==> config.mk <==
export PLATFORM = sky130hd
export DESIGN_NAME = pdt_timer_quad
export DESIGN_NICKNAME = d
export VERILOG_FILES = /design/src/pdt_pkg.sv /design/src/pdt_timer_quad.sv
export VERILOG_INCLUDE_DIRS = /design/src
export SDC_FILE = /design/constraint.sdc
export NUM_CORES = 1
export LEC_CHECK = 0
export BUFFER_PORTS_ARGS = -buffer_cell sky130_fd_sc_hd__buf_2
export CAP_MARGIN = 20
export CORE_ASPECT_RATIO = 0.8
export CORE_MARGIN = 10
export CORE_UTILIZATION = 60
export CTS_CLUSTER_SIZE = 8
export DETAILED_ROUTE_END_ITERATION = 10
export PLACE_DENSITY = 0.89
export REMOVE_ABC_BUFFERS = 1
export SYNTH_ARGS = -nofsm -noshare
export SYNTH_HDL_FRONTEND = slang
export SYNTH_SLANG_ARGS = --single-unit
==> constraint.sdc <==
create_clock -name I_SYS_CLK -period 9.2 [get_ports I_SYS_CLK]
set_input_delay 1.84 -clock I_SYS_CLK [delete_from_list [all_inputs] [get_ports I_SYS_CLK]]
set_output_delay 1.84 -clock I_SYS_CLK [all_outputs]
set_load 0.01 [all_outputs]
==> src/pdt_defines.svh <==
// register indices, field positions, reset values and timing counts
// assumes a 100 MHz system clock; byte address on the bus is four times an index
`ifndef PDT_DEFINES_SVH
`define PDT_DEFINES_SVH

// ----------------------------------------------------------------------
// register indices
// ----------------------------------------------------------------------
`define PDT_IX_PRIO 16'hFF21
`define PDT_IX_EN_A 16'hFF23
`define PDT_IX_FLAG_A 16'hFF25
`define PDT_IX_EN_B 16'hFF26
`define PDT_IX_FLAG_B 16'hFF27
`define PDT_IX_PAIR_A 16'hFF30
`define PDT_IX_CTL0 16'hFF31
`define PDT_IX_CTL1 16'hFF32
`define PDT_IX_RLD0 16'hFF33
`define PDT_IX_RLD1 16'hFF34
`define PDT_IX_CNT0 16'hFF35
`define PDT_IX_CNT1 16'hFF36
`define PDT_IX_PAIR_B 16'hFF38
`define PDT_IX_CTL2 16'hFF39
`define PDT_IX_CTL3 16'hFF3A
`define PDT_IX_RLD2 16'hFF3B
`define PDT_IX_RLD3 16'hFF3C
`define PDT_IX_CNT2 16'hFF3D
`define PDT_IX_CNT3 16'hFF3E

// ----------------------------------------------------------------------
// field positions
// ----------------------------------------------------------------------
`define PDT_BIT_PRESET 1
`define PDT_BIT_RUN 0
`define PDT_BIT_IRQ_LO 6
`define PDT_BIT_IRQ_HI 7

// ----------------------------------------------------------------------
// reset values
// ----------------------------------------------------------------------
`define PDT_RLD_RST 8'hFF
`define PDT_CNT_RST 8'hFF

// ----------------------------------------------------------------------
// timing
// ----------------------------------------------------------------------
`define PDT_CLK_MHZ 100
`define PDT_LATCH_TMO_US 730
`define PDT_LATCH_TMO_CYC (`PDT_LATCH_TMO_US * `PDT_CLK_MHZ)

`endif

==> src/pdt_pkg.sv <==
// types shared by the quad down-timer
// assumes pdt_defines.svh for all numeric constants
package pdt_pkg;

  // ----------------------------------------------------------------------
  // register layouts
  // ----------------------------------------------------------------------
  typedef struct packed {
    logic evcnt;
    logic fcsel;
    logic plpol;
    logic [1:0] psc;
    logic cont;
    logic pset;
    logic prun;
  } pdt_tctl_t;

  typedef struct packed {
    logic pw;
    logic output_channel_sel;
    logic output_clock_enable;
    logic [1:0] cksel;
  } pdt_pcfg_t;

  typedef enum logic {
    BUS_IDLE = 1'b0,
    BUS_ACK = 1'b1
  } pdt_bus_e;

  // ----------------------------------------------------------------------
  // whole state of the block
  // ----------------------------------------------------------------------
  typedef struct packed {
    logic [3:0] sy1;
    logic [3:0] sy2;
    logic [3:0] sy3;
    logic [3:0] fv;
    logic [3:0][5:0] pre;
    logic [3:0][7:0] cnt;
    logic [3:0][7:0] rld;
    pdt_tctl_t [3:0] ctl;
    logic [3:0] run_act;
    pdt_pcfg_t [1:0] pcfg;
    logic [1:0][1:0] prio;
    logic [3:0] en;
    logic [3:0] flag;
    logic [1:0] lat_v;
    logic [1:0][7:0] lat_val;
    logic [1:0][16:0] tmo;
    logic timer_output_clock;
    logic o_true;
    logic o_inv;
    logic [1:0] irq;
    pdt_bus_e bus;
    logic [7:0] rdat;
  } pdt_state_t;

endpackage : pdt_pkg

==> src/pdt_timer_quad.sv <==
// four 8-bit down-counters, pairable to 16 bits, behind a wishbone slave
// assumes oscillators and event inputs are asynchronous pins; cpu mask is synchronous
//
// Design decision made here: the Wishbone slave port.
`timescale 1ns/1ps
`default_nettype none
`include "pdt_defines.svh"

module pdt_timer_quad #(
  parameter int unsigned LATCH_TMO_CYC = `PDT_LATCH_TMO_CYC
) (
  // clock and reset
  input wire logic I_SYS_CLK,
  input wire logic I_RST,
  // wishbone slave
  input wire logic I_WB_CYC,
  input wire logic I_WB_STB,
  input wire logic I_WB_WE,
  input wire logic [17:2] I_WB_ADR,
  input wire logic [3:0] I_WB_SEL,
  input wire logic [31:0] I_WB_DAT,
  output logic [31:0] O_WB_DAT,
  output logic O_WB_ACK,
  // clock and event pins
  input wire logic I_SLOW_OSC,
  input wire logic I_FAST_OSC,
  input wire logic I_EVENT_INPUT_A,
  input wire logic I_EVENT_INPUT_B,
  // cpu interrupt side
  input wire logic [1:0] I_CPU_IRQ_MASK_FLAGS,
  output logic [1:0] O_IRQ_REQ,
  // timer output clock pins
  output logic O_OUT_PIN_TRUE,
  output logic O_OUT_PIN_INVERTED
);
  import pdt_pkg::*;

  // ----------------------------------------------------------------------
  // constants
  // ----------------------------------------------------------------------
  localparam logic [15:0] CTL_IX [4] = '{`PDT_IX_CTL0, `PDT_IX_CTL1, `PDT_IX_CTL2, `PDT_IX_CTL3};
  localparam logic [15:0] RLD_IX [4] = '{`PDT_IX_RLD0, `PDT_IX_RLD1, `PDT_IX_RLD2, `PDT_IX_RLD3};
  localparam logic [15:0] CNT_IX [4] = '{`PDT_IX_CNT0, `PDT_IX_CNT1, `PDT_IX_CNT2, `PDT_IX_CNT3};
  localparam logic [16:0] TMO_LOAD = 17'(LATCH_TMO_CYC);
  localparam pdt_state_t RST_ST = '{
    rld: {4{`PDT_RLD_RST}},
    cnt: {4{`PDT_CNT_RST}},
    o_true: 1'b1,
    bus: BUS_IDLE,
    default: '0
  };

  // ----------------------------------------------------------------------
  // functions
  // ----------------------------------------------------------------------
  function automatic logic [5:0] psc_mask(input logic [1:0] sel);
    case (sel)
      2'b11: psc_mask = 6'h3F;
      2'b10: psc_mask = 6'h0F;
      2'b01: psc_mask = 6'h03;
      default: psc_mask = 6'h00;
    endcase
  endfunction : psc_mask

  function automatic logic is_high(input int i);
    is_high = (i % 2 == 1);
  endfunction : is_high

  function automatic logic has_event_pin(input int i);
    has_event_pin = (i % 2 == 0);
  endfunction : has_event_pin

  function automatic logic low_paired(input int i, input pdt_pcfg_t [1:0] c);
    low_paired = (i % 2 == 0) && c[i / 2].pw;
  endfunction : low_paired

  function automatic logic high_paired(input int i, input pdt_pcfg_t [1:0] c);
    high_paired = (i % 2 == 1) && c[i / 2].pw;
  endfunction : high_paired

  // ----------------------------------------------------------------------
  // state
  // ----------------------------------------------------------------------
  pdt_state_t s;
  pdt_state_t n;
  logic [3:0] fall;
  logic [3:0] rise;
  logic [3:0] tk;
  logic [3:0] gate;
  logic [3:0] evm;
  logic [3:0] uf;
  logic [3:0] reload_ev;
  logic [3:0] clr;
  logic req;
  logic wr;
  logic [15:0] idx;
  logic [7:0] wd;
  logic tsrc;
  logic edge_hit;

  always_comb begin
    n = s;
    fall = '0;
    rise = '0;
    tk = '0;
    gate = '1;
    evm = '0;
    uf = '0;
    reload_ev = '0;
    clr = '0;
    tsrc = 1'b0;
    edge_hit = 1'b0;
    req = I_WB_CYC && I_WB_STB && (s.bus == BUS_IDLE);
    wr = req && I_WB_WE && I_WB_SEL[0];
    idx = I_WB_ADR;
    wd = I_WB_DAT[7:0];

    // ----------------------------------------------------------------------
    // pin synchronisers, change taken once stages two and three agree
    // ----------------------------------------------------------------------
    n.sy1 = {I_EVENT_INPUT_B, I_EVENT_INPUT_A, I_FAST_OSC, I_SLOW_OSC};
    n.sy2 = s.sy1;
    n.sy3 = s.sy2;
    for (int k = 0; k < 4; k++) begin
      if (s.sy2[k] == s.sy3[k]) begin
        n.fv[k] = s.sy2[k];
      end
    end
    fall = s.fv & ~n.fv;
    rise = ~s.fv & n.fv;

    // ----------------------------------------------------------------------
    // input clock selection per timer
    // ----------------------------------------------------------------------
    for (int i = 0; i < 4; i++) begin
      tsrc = s.pcfg[i/2].cksel[i%2] ? fall[1] : fall[0];
      if (tsrc) begin
        n.pre[i] = s.pre[i] + 6'h01;
      end
      evm[i] = has_event_pin(i) && s.ctl[i].evcnt;
      edge_hit = s.ctl[i].plpol ? rise[2 + i/2] : fall[2 + i/2];
      if (evm[i]) begin
        tk[i] = edge_hit;
      end else begin
        tk[i] = tsrc && ((s.pre[i] & psc_mask(s.ctl[i].psc)) == psc_mask(s.ctl[i].psc));
      end
      if (has_event_pin(i) && s.ctl[i].fcsel && !s.ctl[i].evcnt) begin
        gate[i] = (s.fv[2 + i/2] == s.ctl[i].plpol);
      end
    end

    // ----------------------------------------------------------------------
    // counters
    // ----------------------------------------------------------------------
    for (int i = 0; i < 4; i++) begin
      if (high_paired(i, s.pcfg)) begin
        n.run_act[i] = 1'b0;
        n.ctl[i].prun = 1'b0;
      end else begin
        if (evm[i]) begin
          n.run_act[i] = s.ctl[i].prun;
        end
        if (tk[i]) begin
          if (s.run_act[i] && gate[i]) begin
            if (s.cnt[i] == 8'h00) begin
              if (low_paired(i, s.pcfg)) begin
                if (s.cnt[i|1] == 8'h00) begin
                  n.cnt[i] = s.rld[i];
                  n.cnt[i|1] = s.rld[i|1];
                  uf[i|1] = 1'b1;
                  reload_ev[i] = 1'b1;
                end else begin
                  n.cnt[i] = 8'hFF;
                  n.cnt[i|1] = s.cnt[i|1] - 8'h01;
                end
              end else begin
                n.cnt[i] = s.rld[i];
                uf[i] = 1'b1;
                reload_ev[i] = 1'b1;
              end
            end else begin
              n.cnt[i] = s.cnt[i] - 8'h01;
            end
          end
          if (!evm[i]) begin
            n.run_act[i] = s.ctl[i].prun;
          end
        end
        if (reload_ev[i] && !s.ctl[i].cont) begin
          n.ctl[i].prun = 1'b0;
          n.run_act[i] = 1'b0;
        end
      end
    end

    // ----------------------------------------------------------------------
    // timer output clock
    // ----------------------------------------------------------------------
    if (s.pcfg[0].pw || s.pcfg[0].output_channel_sel) begin
      tsrc = uf[1];
    end else begin
      tsrc = uf[0];
    end
    if (tsrc) begin
      n.timer_output_clock = ~s.timer_output_clock;
    end
    n.o_true = s.pcfg[0].output_clock_enable ? n.timer_output_clock : 1'b1;
    n.o_inv = s.pcfg[0].output_clock_enable ? ~n.timer_output_clock : 1'b0;

    // ----------------------------------------------------------------------
    // interrupt requests
    // ----------------------------------------------------------------------
    for (int p = 0; p < 2; p++) begin
      n.irq[p] = ((s.flag[2*p+1] && s.en[2*p+1]) ||
                  (s.flag[2*p] && s.en[2*p] && !s.pcfg[p].pw)) &&
                 (s.prio[p] > I_CPU_IRQ_MASK_FLAGS);
    end

    // ----------------------------------------------------------------------
    // capture timeout
    // ----------------------------------------------------------------------
    for (int p = 0; p < 2; p++) begin
      if (s.tmo[p] != 17'h00000) begin
        n.tmo[p] = s.tmo[p] - 17'h00001;
        if (s.tmo[p] == 17'h00001) begin
          n.lat_v[p] = 1'b0;
        end
      end
    end

    // ----------------------------------------------------------------------
    // bus access
    // ----------------------------------------------------------------------
    n.bus = req ? BUS_ACK : BUS_IDLE;
    if (req) begin
      n.rdat = 8'h00;
      case (idx)
        `PDT_IX_PRIO: begin
          n.rdat = {2'b00, s.prio[1], s.prio[0], 2'b00};
          if (wr) begin
            n.prio[1] = wd[5:4];
            n.prio[0] = wd[3:2];
          end
        end
        `PDT_IX_EN_A: begin
          n.rdat = {s.en[1], s.en[0], 6'h00};
          if (wr) begin
            n.en[1:0] = wd[`PDT_BIT_IRQ_HI:`PDT_BIT_IRQ_LO];
          end
        end
        `PDT_IX_EN_B: begin
          n.rdat = {s.en[3], s.en[2], 6'h00};
          if (wr) begin
            n.en[3:2] = wd[`PDT_BIT_IRQ_HI:`PDT_BIT_IRQ_LO];
          end
        end
        `PDT_IX_FLAG_A: begin
          n.rdat = {s.flag[1], s.flag[0], 6'h00};
          if (wr) begin
            clr[1:0] = wd[`PDT_BIT_IRQ_HI:`PDT_BIT_IRQ_LO];
          end
        end
        `PDT_IX_FLAG_B: begin
          n.rdat = {s.flag[3], s.flag[2], 6'h00};
          if (wr) begin
            clr[3:2] = wd[`PDT_BIT_IRQ_HI:`PDT_BIT_IRQ_LO];
          end
        end
        `PDT_IX_PAIR_A: begin
          n.rdat = {3'b000, s.pcfg[0]};
          if (wr) begin
            n.pcfg[0] = pdt_pcfg_t'(wd[4:0]);
          end
        end
        `PDT_IX_PAIR_B: begin
          n.rdat = {3'b000, s.pcfg[1]};
          if (wr) begin
            n.pcfg[1] = pdt_pcfg_t'(wd[4:0]);
          end
        end
        default: begin
          n.rdat = 8'h00;
        end
      endcase
      for (int i = 0; i < 4; i++) begin
        if (idx == CTL_IX[i]) begin
          n.rdat = {s.ctl[i][7:2], 1'b0, s.ctl[i].prun | s.run_act[i]};
          if (wr) begin
            n.ctl[i] = pdt_tctl_t'({wd[7:2], 1'b0, n.ctl[i].prun});
            if (!high_paired(i, s.pcfg)) begin
              n.ctl[i].prun = wd[`PDT_BIT_RUN];
              if (wd[`PDT_BIT_PRESET]) begin
                n.cnt[i] = s.rld[i];
                if (low_paired(i, s.pcfg)) begin
                  n.cnt[i|1] = s.rld[i|1];
                end
              end
            end
          end
        end
        if (idx == RLD_IX[i]) begin
          n.rdat = s.rld[i];
          if (wr) begin
            n.rld[i] = wd;
          end
        end
        if (idx == CNT_IX[i]) begin
          if (is_high(i) && s.lat_v[i/2]) begin
            n.rdat = s.lat_val[i/2];
          end else begin
            n.rdat = s.cnt[i];
          end
          if (is_high(i)) begin
            n.lat_v[i/2] = 1'b0;
            n.tmo[i/2] = 17'h00000;
          end else if (s.pcfg[i/2].pw) begin
            n.lat_v[i/2] = 1'b1;
            n.lat_val[i/2] = s.cnt[i|1];
            n.tmo[i/2] = TMO_LOAD;
          end
        end
      end
    end

    // ----------------------------------------------------------------------
    // flags, set wins over clear
    // ----------------------------------------------------------------------
    n.flag = (s.flag & ~clr) | uf;
  end

  always_ff @(posedge I_SYS_CLK or posedge I_RST) begin
    if (I_RST) begin
      s <= RST_ST;
    end else begin
      s <= n;
    end
  end

  // ----------------------------------------------------------------------
  // outputs
  // ----------------------------------------------------------------------
  assign O_WB_DAT = {24'h000000, s.rdat};
  assign O_WB_ACK = (s.bus == BUS_ACK);
  assign O_IRQ_REQ = s.irq;
  assign O_OUT_PIN_TRUE = s.o_true;
  assign O_OUT_PIN_INVERTED = s.o_inv;

endmodule : pdt_timer_quad
`default_nettype wire

==> run_results.csv, run 1 <==
group,metric,value,unit
run_status,status,"complete, no violations",
cells_and_area,drive_gt1_share,19.1,%
yosys,synth-seq-area-share,45.7,%
clock_tree,cts_setup_buffers,0,
sta,fin_crit,4.66,ns
global_route,grt_max_degree,155,
yosys,synth_cell_types,90,
yosys,ys_top_cells_by_area,"dfrtp_1 32%, dfstp_2 14%, mux2_2 6.1%",
clock_tree,clock_latency,0.55,ns
global_route,grt_pass1_wl,56200,um
routing,wl_per_cell,22.0,um
yosys,synth_top_area_cell,"dfrtp_1",
yosys,synth.top_cell.area_share,31.9,%
critical_path,worstPathMaxFanout,17,
critical_path,cp-start-kind,"primary input",
power_and_ir_drop,power_density,181,nW/um^2
power_and_ir_drop,leakage,0.00558,uW
clock_tree,clockBufferDepth,3,
sta,hold_viol,0,
power_and_ir_drop,internal_power,1800,uW
cells_and_area,area_growth,9.48,%
power_and_ir_drop,p_switching,674,uW
routing,wl,35200,um
sta,finalSetupViolCount,0,
clock_tree,clk_pin_slew,0.05,ns
global_route,grt_pass1_vias,10433,
sta,tightestPinTransition,1.09,ns
cells_and_area,fillerInstances,1583,
sta,fmax,215,MHz
routing,drcViolationCount,0,
cells_and_area,multi_input_area,6270,sq um
place,place.gp.congestion,1.01,
yosys,synth_compound_area_share,14.6,%
critical_path,worstSetupPathType,"primary input to flop",
routing,drt_pass1_iterations,6,
yosys,synthSimpleGateAreaFrac,19.8,%
floorplanning,dieHeight,149,um
critical_path,cp.required,9.62,ns
yosys,synth-warning-count,0,
clock_tree,holdBufCountCts,0,
clock_tree,clkSinkCount,224,
yosys,syn_avg_cell_area,9.72,sq um
cells_and_area,final_nets,1393,
yosys,synth_top_family_by_area,"simple AND/OR/NAND/NOR gates",
global_route,antenna_found_initial,0,
sta,period_share,50.6,%
clock_tree,root_buffer,"clkbuf_16",
floorplanning,coreArea,20500,sq um
critical_path,cp.arrival,5.08,ns
yosys,synth_edf_count,0,
power_and_ir_drop,ir_drop,129,uV
routing,routed-via-count,10605,
power_and_ir_drop,clockPowerShare,42.2,%
floorplanning,num_rows,47,
place,dpl_cell_area,12700,sq um
floorplanning,die_w,181,um
yosys,synthArstFlopShare,100,%
critical_path,end_kind,"flop",
cells_and_area,seqCellArea,5690,sq um
sta,fin_skew,0.0200,ns
clock_tree,cts_buffers,31,
clock_tree,ctsHtreeMaxLevel,1,
floorplanning,boundaryPins,100,
yosys,synth_flop_cell,"dfrtp_1",
place,hpwlAfterDp,24100,um
place,io_buffers,48,
sta,rsz0062_at_grt,"false",
global_route,gr-total-overflow,0,
power_and_ir_drop,switching_share,27.3,%
yosys,muxShareOfSynthArea,8.45,%
yosys,syn_inst,1282,
routing,via_per_inst,6.61,
global_route,grt_use_total,25.3,%
sta,final_max_slew_viol_count,0,
clock_tree,cts_resized,0,
sta,maxSlewHeadroom,25.0,%
cells_and_area,diodes,0,
floorplanning,start_util,60.7,%
routing,drt_iter0_markers,1363,
yosys,synth_fa_ha_area_share,1.93,%
sta,tns,0,ns
job,cap_violations,0,
hold_path,hold_path.class,"flop to flop",
routing,ant_nets,0,
power_and_ir_drop,seq_power_share,47.5,%
yosys,synth_xor_area_share,4.71,%
yosys,synth-seq-cells,224,
yosys,synth_area,12500,sq um
clock_tree,cts_tree,"yes",
power_and_ir_drop,pwr-share-comb,10.4,%
cells_and_area,design_area,13600,sq um
floorplanning,die_area,27000,sq um
## critical path, cell delays in order
cell and delay [ns]:
buf_2 0.10, nand4bb_1 0.57, or3_1 0.77, or3_1 0.62, nor3_4 0.66, a21o_1 0.38, nor2_1 0.10
## registers in the layout, indices dropped and copies added (netlist names)
name,flops
O_OUT_PIN_INVERTED,1
s,201
O_WB_ACK,1
evm,2
O_OUT_PIN_TRUE,1
O_IRQ_REQ,2
n,8
O_WB_DAT,8
## worst paths after layout
kind / startpoint / to / slack, ns / depth (start not counted)
max: I_WB_ADR[8] / s[35] / 4.54 / 7
min: n[221] / n[217] / 0.35 / 0
max reg2reg: s[217] / s[187] / 5.77 / 7
min reg2reg: n[221] / n[217] / 0.35 / 0
max in group asynchronous: I_RST / s[92] / 6.57 / 3
min in group asynchronous: I_RST / s[45] / 1.29 / 2
## synth_stat cells, drive strengths merged (8+ instances only)
cell type	count
a21oi	73
o21ai	73
mux2i	27
a211oi	12
or4	9
nor2b	17
dfrtp	159
nor2	114
inv	35
mux2	68
nand2	138
xor2	35
buf	49
or3	15
nor3	38
nand2b	8
clkbuf	32
o211ai	10
ha	16
nand4	27
nand3	42
a31oi	14
nor4	22
dfstp	65
a221oi	11
xnor2	32
## metal layers
metal	GRT usage, %	vias up	part of all wire, %
met5	0	-	0
met4	9.22	0	3.6
met3	7.40	115	12
met2	38.9	690	44
met1	33.6	5124	40
li1	-	4676	-
## cell usage in the layout (no fill, tap or decap), types with 5 or more instances in the layout
cell type,count
dfrtp_1,159
nand2_1,138
nor2_1,114
o21ai_0,73
a21oi_1,73
mux2_2,68
dfstp_2,65
buf_2,49
nand3_1,41
xor2_1,35
inv_1,33
nor3_1,32
xnor2_1,32
clkbuf_16,31
nand4_1,27
mux2i_1,25
conb_1,24
clkbuf_1,22
nor2b_1,17
nor4_1,17
ha_1,16
or3_1,14
a31oi_1,13
a211oi_1,12
a221oi_1,11
o211ai_1,10
or4_1,9
nand2b_1,8
a32oi_1,7
nor3b_1,7
buf_4,7
and2_1,6
a21boi_0,6
o22ai_1,6
o31ai_1,6
a22oi_1,6
nand3b_1,5
nor4_2,5
o22a_1,5
## cells by family after synthesis
kind of cell               Yosys count
AOI/OAI and AO/OA                  276
other                                1
muxes                               95
adders and majority gates           20
and+or+nand+nor                    481
DFF                                224
buffers and inverters              118
xor gates and xnor gates            67
## cell type report
| class | instances | area share [%] |
|---|---|---|
| inverters | 37 | 1.07 |
| clock buffers | 53 | 6.29 |
| multi-input cells | 963 | 46.0 |
| well taps | 269 | 2.47 |
| repair buffers | 57 | 2.39 |
| flip-flops and latches | 224 | 41.7 |
| clock inverters | 1 | 0.0642 |
## per-stage QoR
stage | setup WS, ns | cells | total power [uW] | hold slack (ns) | utilization [%]
global route | 4.39 | 1604 | 2560 | 0.354 | 66.4
CTS | 4.58 | 1602 | 2460 | 0.348 | 66.3
global placement | 4.17 | 1548 | 1410 | 0.334 | 62.1
floorplan | 1.33 | 1224 | 1330 | 0.331 | -
detailed placement | 4.02 | 1548 | 1430 | 0.340 | 62.1
finish | 4.54 | 1604 | 2470 | 0.348 | 66.4
## power groups by stage
stage | clock network [uW] | logic (uW) | registers (uW)
floorplan | 0 | 177 | 1150
global placement | 0 | 235 | 1170
detailed placement | 0 | 247 | 1180
CTS | 1040 | 252 | 1170
global route | 1090 | 282 | 1180
finish | 1040 | 256 | 1170
Note: power is estimated with default switching activity, not from simulation.
==> inputs of run 2 (changes only) <==
==> constraint.sdc (replaced) <==
create_clock -name I_SYS_CLK -period 4.32 [get_ports I_SYS_CLK]
set_input_delay 0.864 -clock I_SYS_CLK [delete_from_list [all_inputs] [get_ports I_SYS_CLK]]
set_output_delay 0.864 -clock I_SYS_CLK [all_outputs]
set_load 0.01 [all_outputs]
==> run_results.csv, run 2 (synthesis gave the netlist of run 1 again) <==
group,metric,value,unit
place,pre_cts_slack,0.635,ns
critical_path,cp-start-kind,"flop",
place,place.gp.congestion,0.982,
cells_and_area,final_common_cell,"dfrtp_1",
sta,tightestPinTransition,0.985,ns
sta,rsz0062_at_grt,"false",
clock_tree,cts_setup_buffers,0,
clock_tree,cts_tree,"yes",
global_route,antenna_found_initial,1,
power_and_ir_drop,seq_power_share,47.2,%
cells_and_area,final_nets,1406,
routing,drt_pass1_iterations,6,
critical_path,cp.required,4.79,ns
sta,fin_crit,3.26,ns
sta,hold_viol,0,
power_and_ir_drop,p_switching,1440,uW
critical_path,timing.rr.end,"s[181]",
hold_path,holdCritStartpoint,"n[223]",
power_and_ir_drop,ir_drop,296,uV
routing,wl_per_cell,21.7,um
cells_and_area,largest_register,"s",
place,dpl_cell_area,12900,sq um
routing,routed-via-count,10803,
clock_tree,clk_pin_slew,0.06,ns
power_and_ir_drop,pwr-share-comb,10.5,%
critical_path,worstPathMaxFanout,18,
power_and_ir_drop,clockPowerShare,42.3,%
cells_and_area,design_area,13700,sq um
floorplanning,num_rows,47,
critical_path,rr_startpoint,"O_WB_ACK",
critical_path,cp.arrival,3.73,ns
routing,ant_nets,0,
sta,period_share,75.6,%
floorplanning,boundaryPins,100,
sta,fin_ws,1.06,ns
floorplanning,start_util,60.7,%
global_route,gr-total-overflow,0,
place,hpwlAfterDp,24500,um
routing,wl,35200,um
floorplanning,coreArea,20500,sq um
clock_tree,clockBufferDepth,3,
cells_and_area,area_growth,10.3,%
clock_tree,ctsHtreeMaxLevel,1,
hold_path,hold_path.class,"flop to flop",
place,io_buffers,48,
hold_path,min_path_cells,0,
critical_path,end_kind,"flop",
routing,wl_met2,15500,um
cells_and_area,fillerInstances,1523,
floorplanning,dieHeight,149,um
place,dp_cells,1563,
power_and_ir_drop,power_density,384,nW/um^2
critical_path,worstSetupPathType,"flop to flop",
global_route,grt_pass1_wl,56400,um
routing,drcViolationCount,0,
routing,via_per_inst,6.67,
clock_tree,clock_latency,0.55,ns
global_route,grt_use_total,25.3,%
hold_path,min_to,"n[219]",
routing,drt_iter0_markers,1538,
cells_and_area,final_cell_mix,"159 x dfrtp_1, 138 x nand2_1, 114 x nor2_1",
clock_tree,clkSinkCount,224,
routing,wl_met1,14000,um
cells_and_area,fin_util,67.0,%
clock_tree,root_buffer,"clkbuf_16",
clock_tree,cts_buffers,31,
sta,maxSlewHeadroom,33.7,%
critical_path,r2r_setup_slack,1.06,ns
cells_and_area,drive_gt1_share,19.8,%
sta,finalSetupViolCount,0,
power_and_ir_drop,leakage,0.00564,uW
clock_tree,holdBufCountCts,0,
floorplanning,die_area,27000,sq um
cells_and_area,layout.cells.non_filler,1620,
job,cap_violations,0,
power_and_ir_drop,internal_power,3840,uW
sta,tns,0,ns
cells_and_area,diodes,0,
sta,fmax,306,MHz
sta,final_max_slew_viol_count,0,
critical_path,reg2reg_depth,8,
global_route,grt_pass1_vias,10422,
power_and_ir_drop,switching_share,27.2,%
run_status,status,"complete, no violations",
routing,top_layer,"met5",
routing,wl_met3,4150,um
cells_and_area,largest_reg_flops,201,
global_route,grt_max_degree,123,
floorplanning,die_w,181,um
sta,fin_skew,0.0174,ns
clock_tree,cts_resized,0,
-- run 2: power by group through the flow --
stage          Clock, uW  Sequential, uW  Combinational [uW]
4_1_cts             2240            2480                 550
3_5_place_dp           0            2510                 540
5_1_grt             2330            2510                 616
6_report            2230            2490                 555
2_1_floorplan          0            2460                 378
3_3_place_gp           0            2490                 509
-- run 2: worst max-delay path: stages, from the launching register on --
cell,delay (ns)
dfrtp_1,0.37
nand3b_1,0.37
inv_2,0.45
nand2_1,0.42
nor4_2,0.77
nand2_1,0.38
o31ai_1,0.15
nor3_1,0.07
nor3_1,0.18
-- run 2: cell type report --
type                            count  area, sq um  area share (%)
Multi-Input combinational cell    963         6270            45.7
Timing Repair Buffer               70          418            3.04
Clock inverter                      1         8.76          0.0637
Tap cell                          269          337            2.45
Clock buffer                       56          870            6.33
Sequential cell                   224         5690            41.4
Inverter                           37          146            1.07
-- run 2: worst max-delay path by stage --
stage | start | endpoint | slack (ns) | cells past startpoint
2_1_floorplan | I_RST | O_IRQ_REQ[0] | -2.57 | 1
3_3_place_gp | I_WB_STB | s[181] | 0.72 | 9
3_5_place_dp | I_WB_STB | s[181] | 0.63 | 9
4_1_cts | O_WB_ACK | s[181] | 1.12 | 8
5_1_grt | O_WB_ACK | s[181] | 0.89 | 8
6_report | O_WB_ACK | s[181] | 1.06 | 8
-- run 2: per-layer routing --
metal  GRT usage [%]  vias to the layer above
li1                -                     4715
met1            34.2                     5195
met2            38.9                      757
met3            5.31                      134
met4            10.5                        2
met5               0                        -
-- run 2: through the flow --
step	hold WS (ns)	total power (uW)
after detailed placement	0.339	3050
after CTS	0.350	5270
after global placement	0.336	3000
final	0.347	5270
after floorplan	0.331	2840
after global routing	0.362	5460
==> inputs of run 3 (changes only) <==
--- a/config.mk
+++ b/config.mk
@@ -10,10 +10,10 @@
 export CAP_MARGIN = 20
 export CORE_ASPECT_RATIO = 0.8
 export CORE_MARGIN = 10
-export CORE_UTILIZATION = 60
+export CORE_UTILIZATION = 55
 export CTS_CLUSTER_SIZE = 8
 export DETAILED_ROUTE_END_ITERATION = 10
-export PLACE_DENSITY = 0.89
+export PLACE_DENSITY = 0.86
 export REMOVE_ABC_BUFFERS = 1
 export SYNTH_ARGS = -nofsm -noshare
 export SYNTH_HDL_FRONTEND = slang
==> constraint.sdc (replaced) <==
create_clock -name I_SYS_CLK -period 2.63 [get_ports I_SYS_CLK]
set_input_delay 0.526 -clock I_SYS_CLK [delete_from_list [all_inputs] [get_ports I_SYS_CLK]]
set_output_delay 0.526 -clock I_SYS_CLK [all_outputs]
set_load 0.01 [all_outputs]
==> run_results.csv, run 3 (synthesis gave the netlist of run 1 again) <==
group,metric,value,unit
cells_and_area,final_common_cell,"dfrtp_1",
place,pre_cts_slack,-0.0816,ns
cells_and_area,layout.cells.non_filler,1761,
floorplanning,boundaryPins,100,
power_and_ir_drop,pwr-share-comb,11.1,%
power_and_ir_drop,clockPowerShare,42.1,%
place,dp_cells,1704,
sta,finalSetupViolCount,0,
power_and_ir_drop,p_switching,2420,uW
global_route,gr-total-overflow,0,
power_and_ir_drop,switching_share,27.5,%
power_and_ir_drop,leakage,0.00618,uW
clock_tree,clockBufferDepth,3,
sta,fmax,394,MHz
critical_path,crit_family,"simple AND/OR/NAND/NOR gates",
global_route,grt_pass1_vias,10599,
critical_path,slowest_stage,"or4_1",
routing,routed-via-count,10954,
routing,via_per_inst,6.22,
hold_path,hold_path.class,"primary input to asynchronous set/reset pin",
power_and_ir_drop,internal_power,6360,uW
floorplanning,num_rows,49,
critical_path,slowest_delay,0.56,ns
critical_path,cp-start-kind,"flop",
power_and_ir_drop,ir_drop,514,uV
floorplanning,die_area,29100,sq um
sta,hold_viol,0,
floorplanning,die_w,188,um
sta,period_share,96.5,%
sta,fin_crit,2.54,ns
power_and_ir_drop,finalPower,8770,uW
floorplanning,coreArea,22400,sq um
place,io_buffers,48,
critical_path,end_kind,"flop",
clock_tree,cts_buffers,31,
global_route,grt_pass1_wl,58900,um
run_status,status,"complete, no violations",
power_and_ir_drop,seq_power_share,46.8,%
cells_and_area,fillerInstances,1744,
routing,wl_per_cell,21.6,um
clock_tree,cts_tree,"yes",
global_route,grt_max_degree,93,
sta,maxSlewHeadroom,55.2,%
place,hpwlAfterDp,27300,um
place,place.gp.congestion,0.978,
floorplanning,dieHeight,155,um
critical_path,cp.arrival,3.03,ns
cells_and_area,drive_gt1_share,26.0,%
critical_path,worstPathCellList,"inv_1 > ha_1 > or4b_1 > or4_1 > buf_4 > o211a_1 > nor3_1 > nor3_1",
cells_and_area,area_growth,17.8,%
sta,final_max_slew_viol_count,0,
clock_tree,clk_pin_slew,0.05,ns
cells_and_area,largest_reg_flops,201,
critical_path,path_buf_inv,2,
critical_path,worstSetupPathType,"flop to flop",
cells_and_area,final_nets,1512,
cells_and_area,largest_register,"s",
global_route,antenna_found_initial,1,
routing,ant_nets,0,
sta,fin_ws,0.0922,ns
routing,wl,38100,um
critical_path,crit_top_cell,"nor3_1",
clock_tree,holdBufCountCts,0,
cells_and_area,final_cell_mix,"159 x dfrtp_1, 138 x nand2_1, 122 x buf_4",
global_route,grt_use_total,25.2,%
floorplanning,start_util,55.7,%
routing,drcViolationCount,0,
sta,fin_skew,0.0169,ns
sta,tightestPinTransition,0.671,ns
clock_tree,root_buffer,"clkbuf_16",
clock_tree,clock_latency,0.58,ns
job,cap_violations,0,
sta,tns,0,ns
critical_path,worstPathMaxFanout,5,
cells_and_area,diodes,0,
routing,drt_pass1_iterations,6,
clock_tree,ctsHtreeMaxLevel,1,
power_and_ir_drop,power_density,598,nW/um^2
cells_and_area,fin_util,65.6,%
routing,drt_iter0_markers,1328,
clock_tree,clkSinkCount,224,
critical_path,cp.required,3.12,ns
run 3: path summary, 6_finish.rpt:
path,startpoint,endpoint,slack (ns),cells after the start
max in group asynchronous,I_RST,s[127],1.80,3
hold reg to reg,n[223],n[219],0.34,0
setup / recovery,s[181],s[181],0.09,8
setup reg to reg,s[181],s[181],0.09,8
min in group I_SYS_CLK,I_SLOW_OSC,n[220],0.06,1
hold / removal,I_RST,s[31],0.05,2
run 3: worst register-to-register path, stage by stage, from the launching register on:
cell	delay [ns]
dfstp_2	0.39
inv_1	0.09
ha_1	0.19
or4b_1	0.48
or4_1	0.56
buf_4	0.22
o211a_1	0.22
nor3_1	0.22
nor3_1	0.09
run 3: power groups by stage:
stage               clock (uW)  combinational (uW)  sequential (uW)
floorplan                    0                 621             4040
global placement             0                 907             4120
detailed placement           0                 958             4130
CTS                       3730                 960             4080
global route              3900                1080             4140
finish                    3700                 973             4100
run 3: final cells by class:
class / instances / area, sq um / share of cell area [%]
Multi-Input combinational cell: 963 / 6310 / 43.0
Clock buffer: 54 / 862 / 5.87
Sequential cell: 224 / 5690 / 38.8
Timing Repair Buffer: 176 / 1270 / 8.64
Inverter: 37 / 146 / 0.998
Tap cell: 306 / 383 / 2.61
Clock inverter: 1 / 20.0 / 0.136
run 3: timing repair:
| action | in CTS | in global routing |
|---|---|---|
| resized for setup | 1 | 8 |
| pin swaps | 0 | 2 |
| endpoints found under the setup margin | 1 | 23 |
| buffers inserted | 0 | 2 |
run 3: stage by stage:
| stage | hold slack, ns | area (sq um) |
|---|---|---|
| 6_report | 0.0483 | 14700 |
| 5_1_grt | 0.0527 | 14700 |
| 4_1_cts | 0.0490 | 14600 |
| 3_5_place_dp | 0.336 | 13700 |
| 3_3_place_gp | 0.336 | 13700 |
| 2_1_floorplan | 0.331 | 12100 |
run 3: metal layers:
metal  GRT usage, %  vias up  wire (um)
met2           38.3      646      16900
met4           7.38        0       1120
met1           33.9     5288      15600
met5              0        -          0
li1               -     4923          -
met3           7.53       97       4530
